--- src/pbqc_pkg.sv ---
package pbqc_pkg;
  // system timing
  localparam int CLK_MHZ = 10;
  localparam int CLK_PERIOD_NS = 1000 / CLK_MHZ;
  localparam int PRN_SETUP_NS = 500;
  localparam int PRN_SETUP_CYC = (PRN_SETUP_NS + CLK_PERIOD_NS - 1) / CLK_PERIOD_NS;
  localparam int PRN_WIDTH_NS = 500;
  localparam int PRN_WIDTH_CYC = (PRN_WIDTH_NS + CLK_PERIOD_NS - 1) / CLK_PERIOD_NS;

  // widths
  localparam int DATA_W = 8;
  localparam int ADDR_W = 16;
  localparam int JC_W = 4;
  localparam int REG_AW = 2;

  // johnson counter
  localparam logic [JC_W-1:0] JC_RESET = 4'h0;

  // register port map
  localparam logic [REG_AW-1:0] REG_STATUS = 2'h0;
  localparam logic [REG_AW-1:0] REG_CTRL = 2'h1;

  // status register fields
  localparam int ST_READY_BIT = 0;
  localparam int ST_FULL_BIT = 1;
  localparam int ST_EMPTY_BIT = 2;
  localparam int ST_STROBE_BIT = 3;
  localparam int ST_HELD_BIT = 4;
  localparam int ST_BUSY_BIT = 5;

  // control register fields
  localparam int CTRL_PRINT_EN_BIT = 0;
  localparam logic CTRL_PRINT_EN_RESET = 1'b1;

  // reset values
  localparam logic [DATA_W-1:0] DATA_RESET = 8'h00;
  localparam logic [ADDR_W-1:0] PTR_RESET = 16'h0000;
  localparam logic [ADDR_W-1:0] PTR_ONE = 16'h0001;
endpackage

--- src/pbqc_top.sv ---
`timescale 1ns/10ps
// Operation
// - one 10 MHz clock; all timing counted in 100 ns states.
// - four-stage johnson counter gives eight states, decoded from adjacent bits.
// - memory alternates four write states and four read states without pause.
// - write strobe low only in states one and two of a requested write slot.
// - ram data sampled at end of state six; read byte held flag sets.
// - host byte captured on rising edge of write pulse; loaded flag drops ready.
// - synchronizer sets next edge; byte moves to stage only when stage empty.
// - after the move loaded flag then synchronizer clear; ready returns.
// - write request sets on edge before write slot, only when not full.
// - requested write slot drives stage byte on ram data, select low.
// - end of requested write slot clears request and advances store pointer.
// - read slot flag sets end of state three, clears end of state seven.
// - read slot clears the edge after byte held; read pointer advances.
// - strobe begin sets at next state three, five states after data valid.
// - strobe end sets at state zero, five states after strobe begin.
// - printer strobe active while begin set and end still clear.
// - acknowledge low clears strobe begin.
// - after an acknowledge, ack and busy both inactive clear byte held and strobe end.
// - read slot cannot set while byte held remains set.
// - empty when pointers equal, full when next store equals read.
// - two separate 16-bit pointers multiplexed onto one address bus.
// - memory select combines write slot select and read slot select.
// - master reset clears every flip-flop of the controller except write pulse history and print enable, which it sets.
module pbqc_top
  import pbqc_pkg::*;
(
  input wire logic clk, // 10 MHz system clock
  input wire logic reset_n, // master reset, synchronous
  input wire logic [DATA_W-1:0] host_data_pins, // host write data
  input wire logic host_wr_n, // host write pulse
  output logic host_ready, // capture register can take a byte
  output logic buffer_full, // queue full
  output logic buffer_empty, // queue empty
  input wire logic [REG_AW-1:0] reg_addr, // register address
  input wire logic [DATA_W-1:0] reg_wdata, // register write data
  input wire logic reg_wr, // register write strobe
  input wire logic reg_rd, // register read strobe
  output logic [DATA_W-1:0] reg_rdata, // read data, cycle after strobe
  output logic [ADDR_W-1:0] mem_addr, // ram address
  input wire logic [DATA_W-1:0] mem_data_in, // ram data pins, input side
  output logic [DATA_W-1:0] mem_data_out, // ram data pins, output side
  output logic mem_data_oe, // ram data pins driven
  output logic mem_select_n, // ram chip select
  output logic mem_write_strobe_n, // ram write enable
  output logic [DATA_W-1:0] printer_data_pins, // printer data
  output logic printer_strobe_n, // printer data strobe
  input wire logic printer_ack_n, // printer acknowledge
  input wire logic printer_busy // printer busy
);

  typedef struct packed {
    logic [JC_W-1:0] jc;
    logic host_wr_n_prev;
    logic [DATA_W-1:0] capture;
    logic host_byte_loaded;
    logic load_synchronizer;
    logic [DATA_W-1:0] stage;
    logic stage_valid;
    logic mem_write_request;
    logic [ADDR_W-1:0] store_ptr;
    logic [ADDR_W-1:0] read_ptr;
    logic read_slot_active;
    logic read_byte_held;
    logic [DATA_W-1:0] readback;
    logic strobe_begin;
    logic strobe_end;
    logic ack_seen;
    logic [ADDR_W-1:0] addr;
    logic print_en;
    logic [DATA_W-1:0] rdata;
  } pbqc_st_s;

  localparam pbqc_st_s ST_RESET = '{
    jc: JC_RESET,
    host_wr_n_prev: 1'b1,
    capture: DATA_RESET,
    host_byte_loaded: 1'b0,
    load_synchronizer: 1'b0,
    stage: DATA_RESET,
    stage_valid: 1'b0,
    mem_write_request: 1'b0,
    store_ptr: PTR_RESET,
    read_ptr: PTR_RESET,
    read_slot_active: 1'b0,
    read_byte_held: 1'b0,
    readback: DATA_RESET,
    strobe_begin: 1'b0,
    strobe_end: 1'b0,
    ack_seen: 1'b0,
    addr: PTR_RESET,
    print_en: CTRL_PRINT_EN_RESET,
    rdata: DATA_RESET
  };

  pbqc_st_s st_ff;
  pbqc_st_s nxt_st;

  logic state_zero, state_one, state_two, state_three;
  logic state_four, state_five, state_six, state_seven;
  logic write_phase, write_slot_select, read_slot_select;
  logic [ADDR_W-1:0] store_next;
  logic host_wr_rise, stage_move;

  // each state is decoded from two neighbouring counter bits, so only one
  // input of each gate changes per edge and the decodes cannot glitch
  assign state_zero = ~st_ff.jc[3] & ~st_ff.jc[0];
  assign state_one = st_ff.jc[3] & ~st_ff.jc[2];
  assign state_two = st_ff.jc[2] & ~st_ff.jc[1];
  assign state_three = st_ff.jc[1] & ~st_ff.jc[0];
  assign state_four = st_ff.jc[3] & st_ff.jc[0];
  assign state_five = ~st_ff.jc[3] & st_ff.jc[2];
  assign state_six = ~st_ff.jc[2] & st_ff.jc[1];
  assign state_seven = ~st_ff.jc[1] & st_ff.jc[0];
  assign write_phase = ~st_ff.jc[0];

  assign store_next = st_ff.store_ptr + PTR_ONE;
  assign buffer_empty = st_ff.read_ptr == st_ff.store_ptr;
  assign buffer_full = store_next == st_ff.read_ptr;
  assign host_ready = ~(st_ff.host_byte_loaded | st_ff.load_synchronizer);
  assign host_wr_rise = ~st_ff.host_wr_n_prev & host_wr_n;
  assign stage_move = st_ff.load_synchronizer & st_ff.host_byte_loaded & ~st_ff.stage_valid;

  assign write_slot_select = st_ff.mem_write_request & write_phase;
  assign read_slot_select = st_ff.read_slot_active;
  assign mem_select_n = ~(write_slot_select | read_slot_select);
  // states one and two are 1000 and 1100: bits three and one alone decide
  assign mem_write_strobe_n = ~(write_slot_select & st_ff.jc[3] & ~st_ff.jc[1]);
  assign mem_data_out = st_ff.stage;
  assign mem_data_oe = write_slot_select;
  assign mem_addr = st_ff.addr;
  assign printer_data_pins = st_ff.readback;
  assign printer_strobe_n = ~(st_ff.strobe_begin & ~st_ff.strobe_end);
  assign reg_rdata = st_ff.rdata;

  always_comb begin
    nxt_st = st_ff;
    nxt_st.jc = {~st_ff.jc[0], st_ff.jc[JC_W-1:1]};

    // host input stage
    nxt_st.host_wr_n_prev = host_wr_n;
    if (host_wr_rise) begin
      nxt_st.capture = host_data_pins;
    end
    // loaded flag: set wins over the clear from the stage move
    if (host_wr_rise) begin
      nxt_st.host_byte_loaded = 1'b1;
    end else if (stage_move) begin
      nxt_st.host_byte_loaded = 1'b0;
    end
    // synchronizer follows the loaded flag one edge late, so it clears after it
    nxt_st.load_synchronizer = st_ff.host_byte_loaded;
    if (stage_move) begin
      nxt_st.stage = st_ff.capture;
      nxt_st.stage_valid = 1'b1;
    end

    // write request taken only on the last read state so no slot starts late
    if (st_ff.mem_write_request & state_three) begin
      nxt_st.mem_write_request = 1'b0;
      nxt_st.store_ptr = store_next;
      nxt_st.stage_valid = 1'b0;
    end else if (state_seven & st_ff.stage_valid & ~buffer_full) begin
      nxt_st.mem_write_request = 1'b1;
    end

    // read side
    if (st_ff.read_slot_active & state_six) begin
      nxt_st.readback = mem_data_in;
      nxt_st.read_byte_held = 1'b1;
    end
    if (st_ff.read_slot_active & st_ff.read_byte_held) begin
      nxt_st.read_slot_active = 1'b0;
      nxt_st.read_ptr = st_ff.read_ptr + PTR_ONE;
    end else if (state_seven) begin
      nxt_st.read_slot_active = 1'b0;
    end else if (state_three & ~buffer_empty & ~st_ff.read_byte_held & st_ff.print_en) begin
      nxt_st.read_slot_active = 1'b1;
    end

    // printer handshake
    if (~printer_ack_n) begin
      nxt_st.strobe_begin = 1'b0;
    end else if (state_three & st_ff.read_byte_held & ~st_ff.strobe_begin
                 & ~st_ff.strobe_end & ~st_ff.ack_seen) begin
      nxt_st.strobe_begin = 1'b1;
    end
    if (state_zero & st_ff.strobe_begin & ~st_ff.strobe_end) begin
      nxt_st.strobe_end = 1'b1;
    end
    if (~printer_ack_n & st_ff.read_byte_held) begin
      nxt_st.ack_seen = 1'b1;
    end
    // release needs an answer first, else the idle lines would drop the byte
    if (st_ff.ack_seen & printer_ack_n & ~printer_busy) begin
      nxt_st.read_byte_held = 1'b0;
      nxt_st.strobe_end = 1'b0;
      nxt_st.ack_seen = 1'b0;
    end

    // address follows the slot that the next state belongs to
    nxt_st.addr = ~nxt_st.jc[0] ? nxt_st.store_ptr : nxt_st.read_ptr;

    // register port
    if (reg_wr && reg_addr == REG_CTRL) begin
      nxt_st.print_en = reg_wdata[CTRL_PRINT_EN_BIT];
    end
    nxt_st.rdata = DATA_RESET;
    if (reg_rd) begin
      case (reg_addr)
        REG_STATUS: begin
          nxt_st.rdata[ST_READY_BIT] = host_ready;
          nxt_st.rdata[ST_FULL_BIT] = buffer_full;
          nxt_st.rdata[ST_EMPTY_BIT] = buffer_empty;
          nxt_st.rdata[ST_STROBE_BIT] = ~printer_strobe_n;
          nxt_st.rdata[ST_HELD_BIT] = st_ff.read_byte_held;
          nxt_st.rdata[ST_BUSY_BIT] = printer_busy;
        end
        REG_CTRL: begin
          nxt_st.rdata[CTRL_PRINT_EN_BIT] = st_ff.print_en;
        end
        default: begin
          nxt_st.rdata = DATA_RESET;
        end
      endcase
    end
  end

  always_ff @(posedge clk) begin
    if (!reset_n) begin
      st_ff <= ST_RESET;
    end else begin
      st_ff <= nxt_st;
    end
  end
endmodule

--- config.mk ---
export PLATFORM = sky130hd
export DESIGN_NAME = pbqc_top
export DESIGN_NICKNAME = d
export VERILOG_FILES = /design/src/pbqc_pkg.sv /design/src/pbqc_top.sv
export SDC_FILE = /design/constraint.sdc
export NUM_CORES = 1
export LEC_CHECK = 0
export BUFFER_PORTS_ARGS = -buffer_cell sky130_fd_sc_hd__buf_2
export CORE_UTILIZATION = 35
export CTS_CLUSTER_SIZE = 40
export DETAILED_ROUTE_END_ITERATION = 16
export GPL_ROUTABILITY_DRIVEN = 0
export GPL_TIMING_DRIVEN = 0
export REMOVE_ABC_BUFFERS = 1
export SYNTH_ARGS = -nofsm -noshare
export SYNTH_HDL_FRONTEND = slang
export SYNTH_SLANG_ARGS = --single-unit
--- constraint.sdc ---
create_clock -name clk -period 3.6 [get_ports clk]
set_input_delay 0.18 -clock clk [delete_from_list [all_inputs] [get_ports clk]]
set_output_delay 0.18 -clock clk [all_outputs]
set_load 0.05 [all_outputs]
Yosys cells after proc, flatten, opt, wreduce, memory -nomap -nowiden
Cells that the tools add are included.
{ "classes": {"n_eq_ne": 3, "n_mux": 6, "bitwise_logic": 49, "add_sub_neg": 2, "reduce_logical": 9} }
{ "op_table": {"columns": ["op", "count"], "rows": [
  ["two-way mux 16 bit", 3],
  ["adder 16 x 1 -> 16 bit, second input constant", 2],
  ["== test 16 bit", 2],
  ["bitwise AND 1 bit", 28],
  ["inverter 1 bit", 19],
  ["AND reduction 2 bit", 2],
  ["OR reduction 2 bit", 2],
  ["AND reduction 3 bit", 1],
  ["OR reduction 3 bit", 1],
  ["== test 2 x 1 -> 1 bit, second input constant", 1],
  ["logical NOT 2 bit", 1],
  ["two-way mux 1 bit", 2],
  ["OR 1 bit", 2],
  ["one-hot mux 1 bit (2 select lines)", 1],
  ["nonzero test 2 bit", 1],
  ["logical AND 1 bit", 1]
]} }
{ "totals": {"inputBits": 33, "out_inout_bits": 47, "regBits": 95} }

Depth between registers and ports, before layout
{ "depth": {"word_depth": 6, "ltp_mapped": 8, "depth_no_buf": 7} }

Worst setup path before layout
OpenSTA, ideal clock, no wires.
{ "synth_timing": {"path_kind": "reg2out", "start": "register st_ff[54] (netlist name)", "end": "output port buffer_full", "slack_ps": 1228, "path_stages_with_launch": 9, "required_time_ps": 3420, "arrival_ps": 2192, "path_cell_list": "dfxtp_1 ha_1 buf_4 nand2_1 nor4_4 or2_2 a221o_1 a2111oi_4 and2_1"} }
{ "synth_between": {"elab_chain_cells": 2} }
{ "synth_lines": {"columns": ["item", "line_no", "source"], "rows": [
  ["start, declared", "pbqc_top.sv:97", "pbqc_st_s st_ff;"],
  ["start signal, assigned", "pbqc_top.sv:234", "st_ff <= nxt_st;"],
  ["adder 16 x 1 -> 16 bit", "pbqc_top.sv:118", "assign store_next = st_ff.store_ptr + PTR_ONE;"],
  ["== test 16 bit", "pbqc_top.sv:120", "assign buffer_full = store_next == st_ff.read_ptr;"],
  ["end, declared", "pbqc_top.sv:34", "output logic buffer_full,"]
]} }
No other way between the ends.

Final worst setup path
Same ends and word-level chain as after synthesis.

==> out/results.txt <==
vias in the first global route: 3314
port bufs: 70
Critical Path RT: 3.42 ns
asr flop ratio synth: 0%
first-pass GRT wire length: 15400 um
Placement Cell Area: 4530 um^2
Hold Buf Count CTS: 0
TritonCTS clock tree: built
vias: 3366
Final setup viols: 0
Avg WL per Cell: 13.0 um
switching share of power: 23.4%
period utilization: 92.7%
YS warnings: 0
DRC violations left: 0
Synth area leader: dfxtp_1
crit end category: primary output
pin count of the biggest net entering global routing: 72
crit-path max FO: 9
# diodes: 0
Leakage: 2.01 nW
io pins: 80
fin cells: 705
WS Path Type: register to primary output
worst vdd ir: 0.214 mV
Mapped Cells: 525
Clk pin slew, worst setup/hold paths: 0.06 ns
clock network fraction of design power: 43.3%
TritonCTS Buffers: 9
share of the synthesized area in the top cell type: 42.0%
RSZ-0062 raised after global routing: no
# Post-CTS Setup Buffers: 0
Total Die Area: 13100 um^2
vias per cell: 4.77
multi-input combinational cell area: 2070 um^2
Mapped Area: 4430 um^2
filler cell count: 1250
post-synthesis sequential area ratio: 42.0%
synthesized flop and latch total: 93
Synth Flop Type: dfxtp_1
Post-CTS Resized: 0
# clock sinks: 93
root buf cell: clkbuf_16
synth top area cells: dfxtp_1, buf_4, xor2_1, nor2_1, nand2_1
combinational cell fraction of total power: 4.3%
CP Data Arrival Time: 3.16 ns
setup TNS: 0 ns
hpwl dp: 6490 um
minimum clock period: 3.34 ns
crit start category: register
clock skew: 0.00538 ns
H-Tree Depth: 3
status: finished clean
Post-layout nets: 567
P_int: 1.54 mW
Final Hold Vio Count: 0
Row Count: 40
count of different cell masters after synthesis: 52
pwr dens: 418 nW/um^2
remaining antenna violation count after routing: 0
First-pass DRT Iterations: 4
syn_area_per_cell: 8.44 um^2
Congestion Overflow GR: 0
top post-synthesis cells by count: dfxtp_1, nor2_1, nand2_1
Worst R2R Setup Slack: 0.97 ns
sequential share of power: 52.4%
Sequential Area: 1860 um^2
Psw: 468 uW
layout cells sized above 1: 17.3%
Max-Slew Margin vs Limit: 16.9%
Max-Cap Viols: 0
Clock Tree Buf Depth: 2
overall routing resource usage: 14.9%
final WL: 9200 um
die width: 115 um
most common cell in the netlist: dfxtp_1
Post-synth EDFFs: 0
core area: 12200 um^2
Pins Over Slew Limit: 0
initial antenna violation count: 0
Hold/Removal Path Class: input port to register
Synth-to-Final Area Change: 8.13%
die span in y: 115 um
Inst Count DP: 689
Worst-Margin Slew: 1.24 ns
post-route cell area: 4790 um^2
initial drt markers: 148
initial core utilization: 36.5%
max frequency: 300 MHz
Clock Latency Late Sink: 0.35 ns
## power by group through the flow
stage	registers (mW)	clock network (mW)	logic (mW)
finish	1.05	0.869	0.0853
detailed placement	1.08	0	0.0863
CTS	1.05	0.897	0.0866
floorplan	1.09	0	0.0355
global route	1.05	0.941	0.0940
global placement	1.07	0	0.0855
## layer usage
metal | share of wire, % | track usage, %
met1 | 47 | 18.6
met2 | 45 | 24.2
met3 | 5.8 | 4.66
met4 | 1.8 | 5.28
met5 | 0 | 0
## path summary, 6_finish.rpt
| kind | start | to | cells past startpoint |
|---|---|---|---|
| worst min register to register | mem_data_out[2] | mem_data_out[2] | 2 |
| worst min-delay path | printer_busy | reg_rdata[5] | 2 |
| worst max-delay path | st_ff[54] | buffer_full | 8 |
| worst max register to register | st_ff[54] | reg_rdata[1] | 7 |
## cells in the final DEF (no fill, tap or decap), types with 5 or more instances in the layout
| cell type | Yosys | final |
|---|---|---|
| a211oi_1 | 13 | 13 |
| a21oi_1 | 30 | 30 |
| and2_1 | 9 | 9 |
| and3_1 | 5 | 5 |
| buf_2 | 5 | 70 |
| clkbuf_16 | 0 | 9 |
| dfxtp_1 | 93 | 93 |
| inv_1 | 7 | 7 |
| mux2i_1 | 9 | 9 |
| nand2_1 | 61 | 61 |
| nand2b_1 | 6 | 6 |
| nand3_1 | 23 | 23 |
| nand4_1 | 5 | 5 |
| nor2_1 | 71 | 71 |
| nor3_1 | 6 | 6 |
| o21ai_0 | 9 | 9 |
| xnor2_1 | 17 | 17 |
| xor2_1 | 35 | 35 |
## metrics by stage
| step | utilization [%] | worst slack, ns | hold slack [ns] | power (mW) |
|---|---|---|---|---|
| after global routing | 39.4 | 0.0958 | 0.0548 | 2.09 |
| after detailed placement | 37.2 | 0.630 | 0.404 | 1.16 |
| after floorplan | - | 1.03 | 0.253 | 1.13 |
| after CTS | 39.4 | 0.248 | 0.0415 | 2.04 |
| final | 39.4 | 0.261 | 0.0500 | 2.01 |
| after global placement | 37.2 | 0.682 | 0.391 | 1.16 |
## registers in the layout (all words and copies together) (netlist names)
register           flops
nxt_st                 4
printer_data_pins      8
mem_data_out           8
st_ff                 50
mem_addr              16
reg_rdata              6
read_slot_select       1
## layout make-up
cell class | count | share of cell area (%)
Clock buffer | 11 | 4.86
Sequential cell | 93 | 38.8
Timing Repair Buffer | 70 | 7.31
Clock inverter | 5 | 0.731
Inverter | 8 | 0.626
Tap cell | 168 | 4.39
Multi-Input combinational cell | 350 | 43.3
## logic make-up after synthesis
group | after synthesis | synth area share [%]
AND/OR/NAND/NOR | 213 | 22.9
AO/OA/AOI/OAI | 71 | 10.5
multiplexers | 9 | 2.03
XOR/XNOR | 53 | 10.6
adder cells (fa/ha/maj) | 2 | 0.564
flip-flops | 93 | 42.0
other | 1 | 0.0846
buffers and inverters | 83 | 11.3
## critical path, stage by stage (launching register included)
cell and delay [ns]:
dfxtp_1 0.53, ha_1 0.41, nand2_1 0.17, nor3_1 0.34
a21oi_1 0.12, a221o_1 0.40, a2111oi_4 0.38, and2_1 0.20
buf_2 0.26
Note: power is estimated with default switching activity, not from simulation.
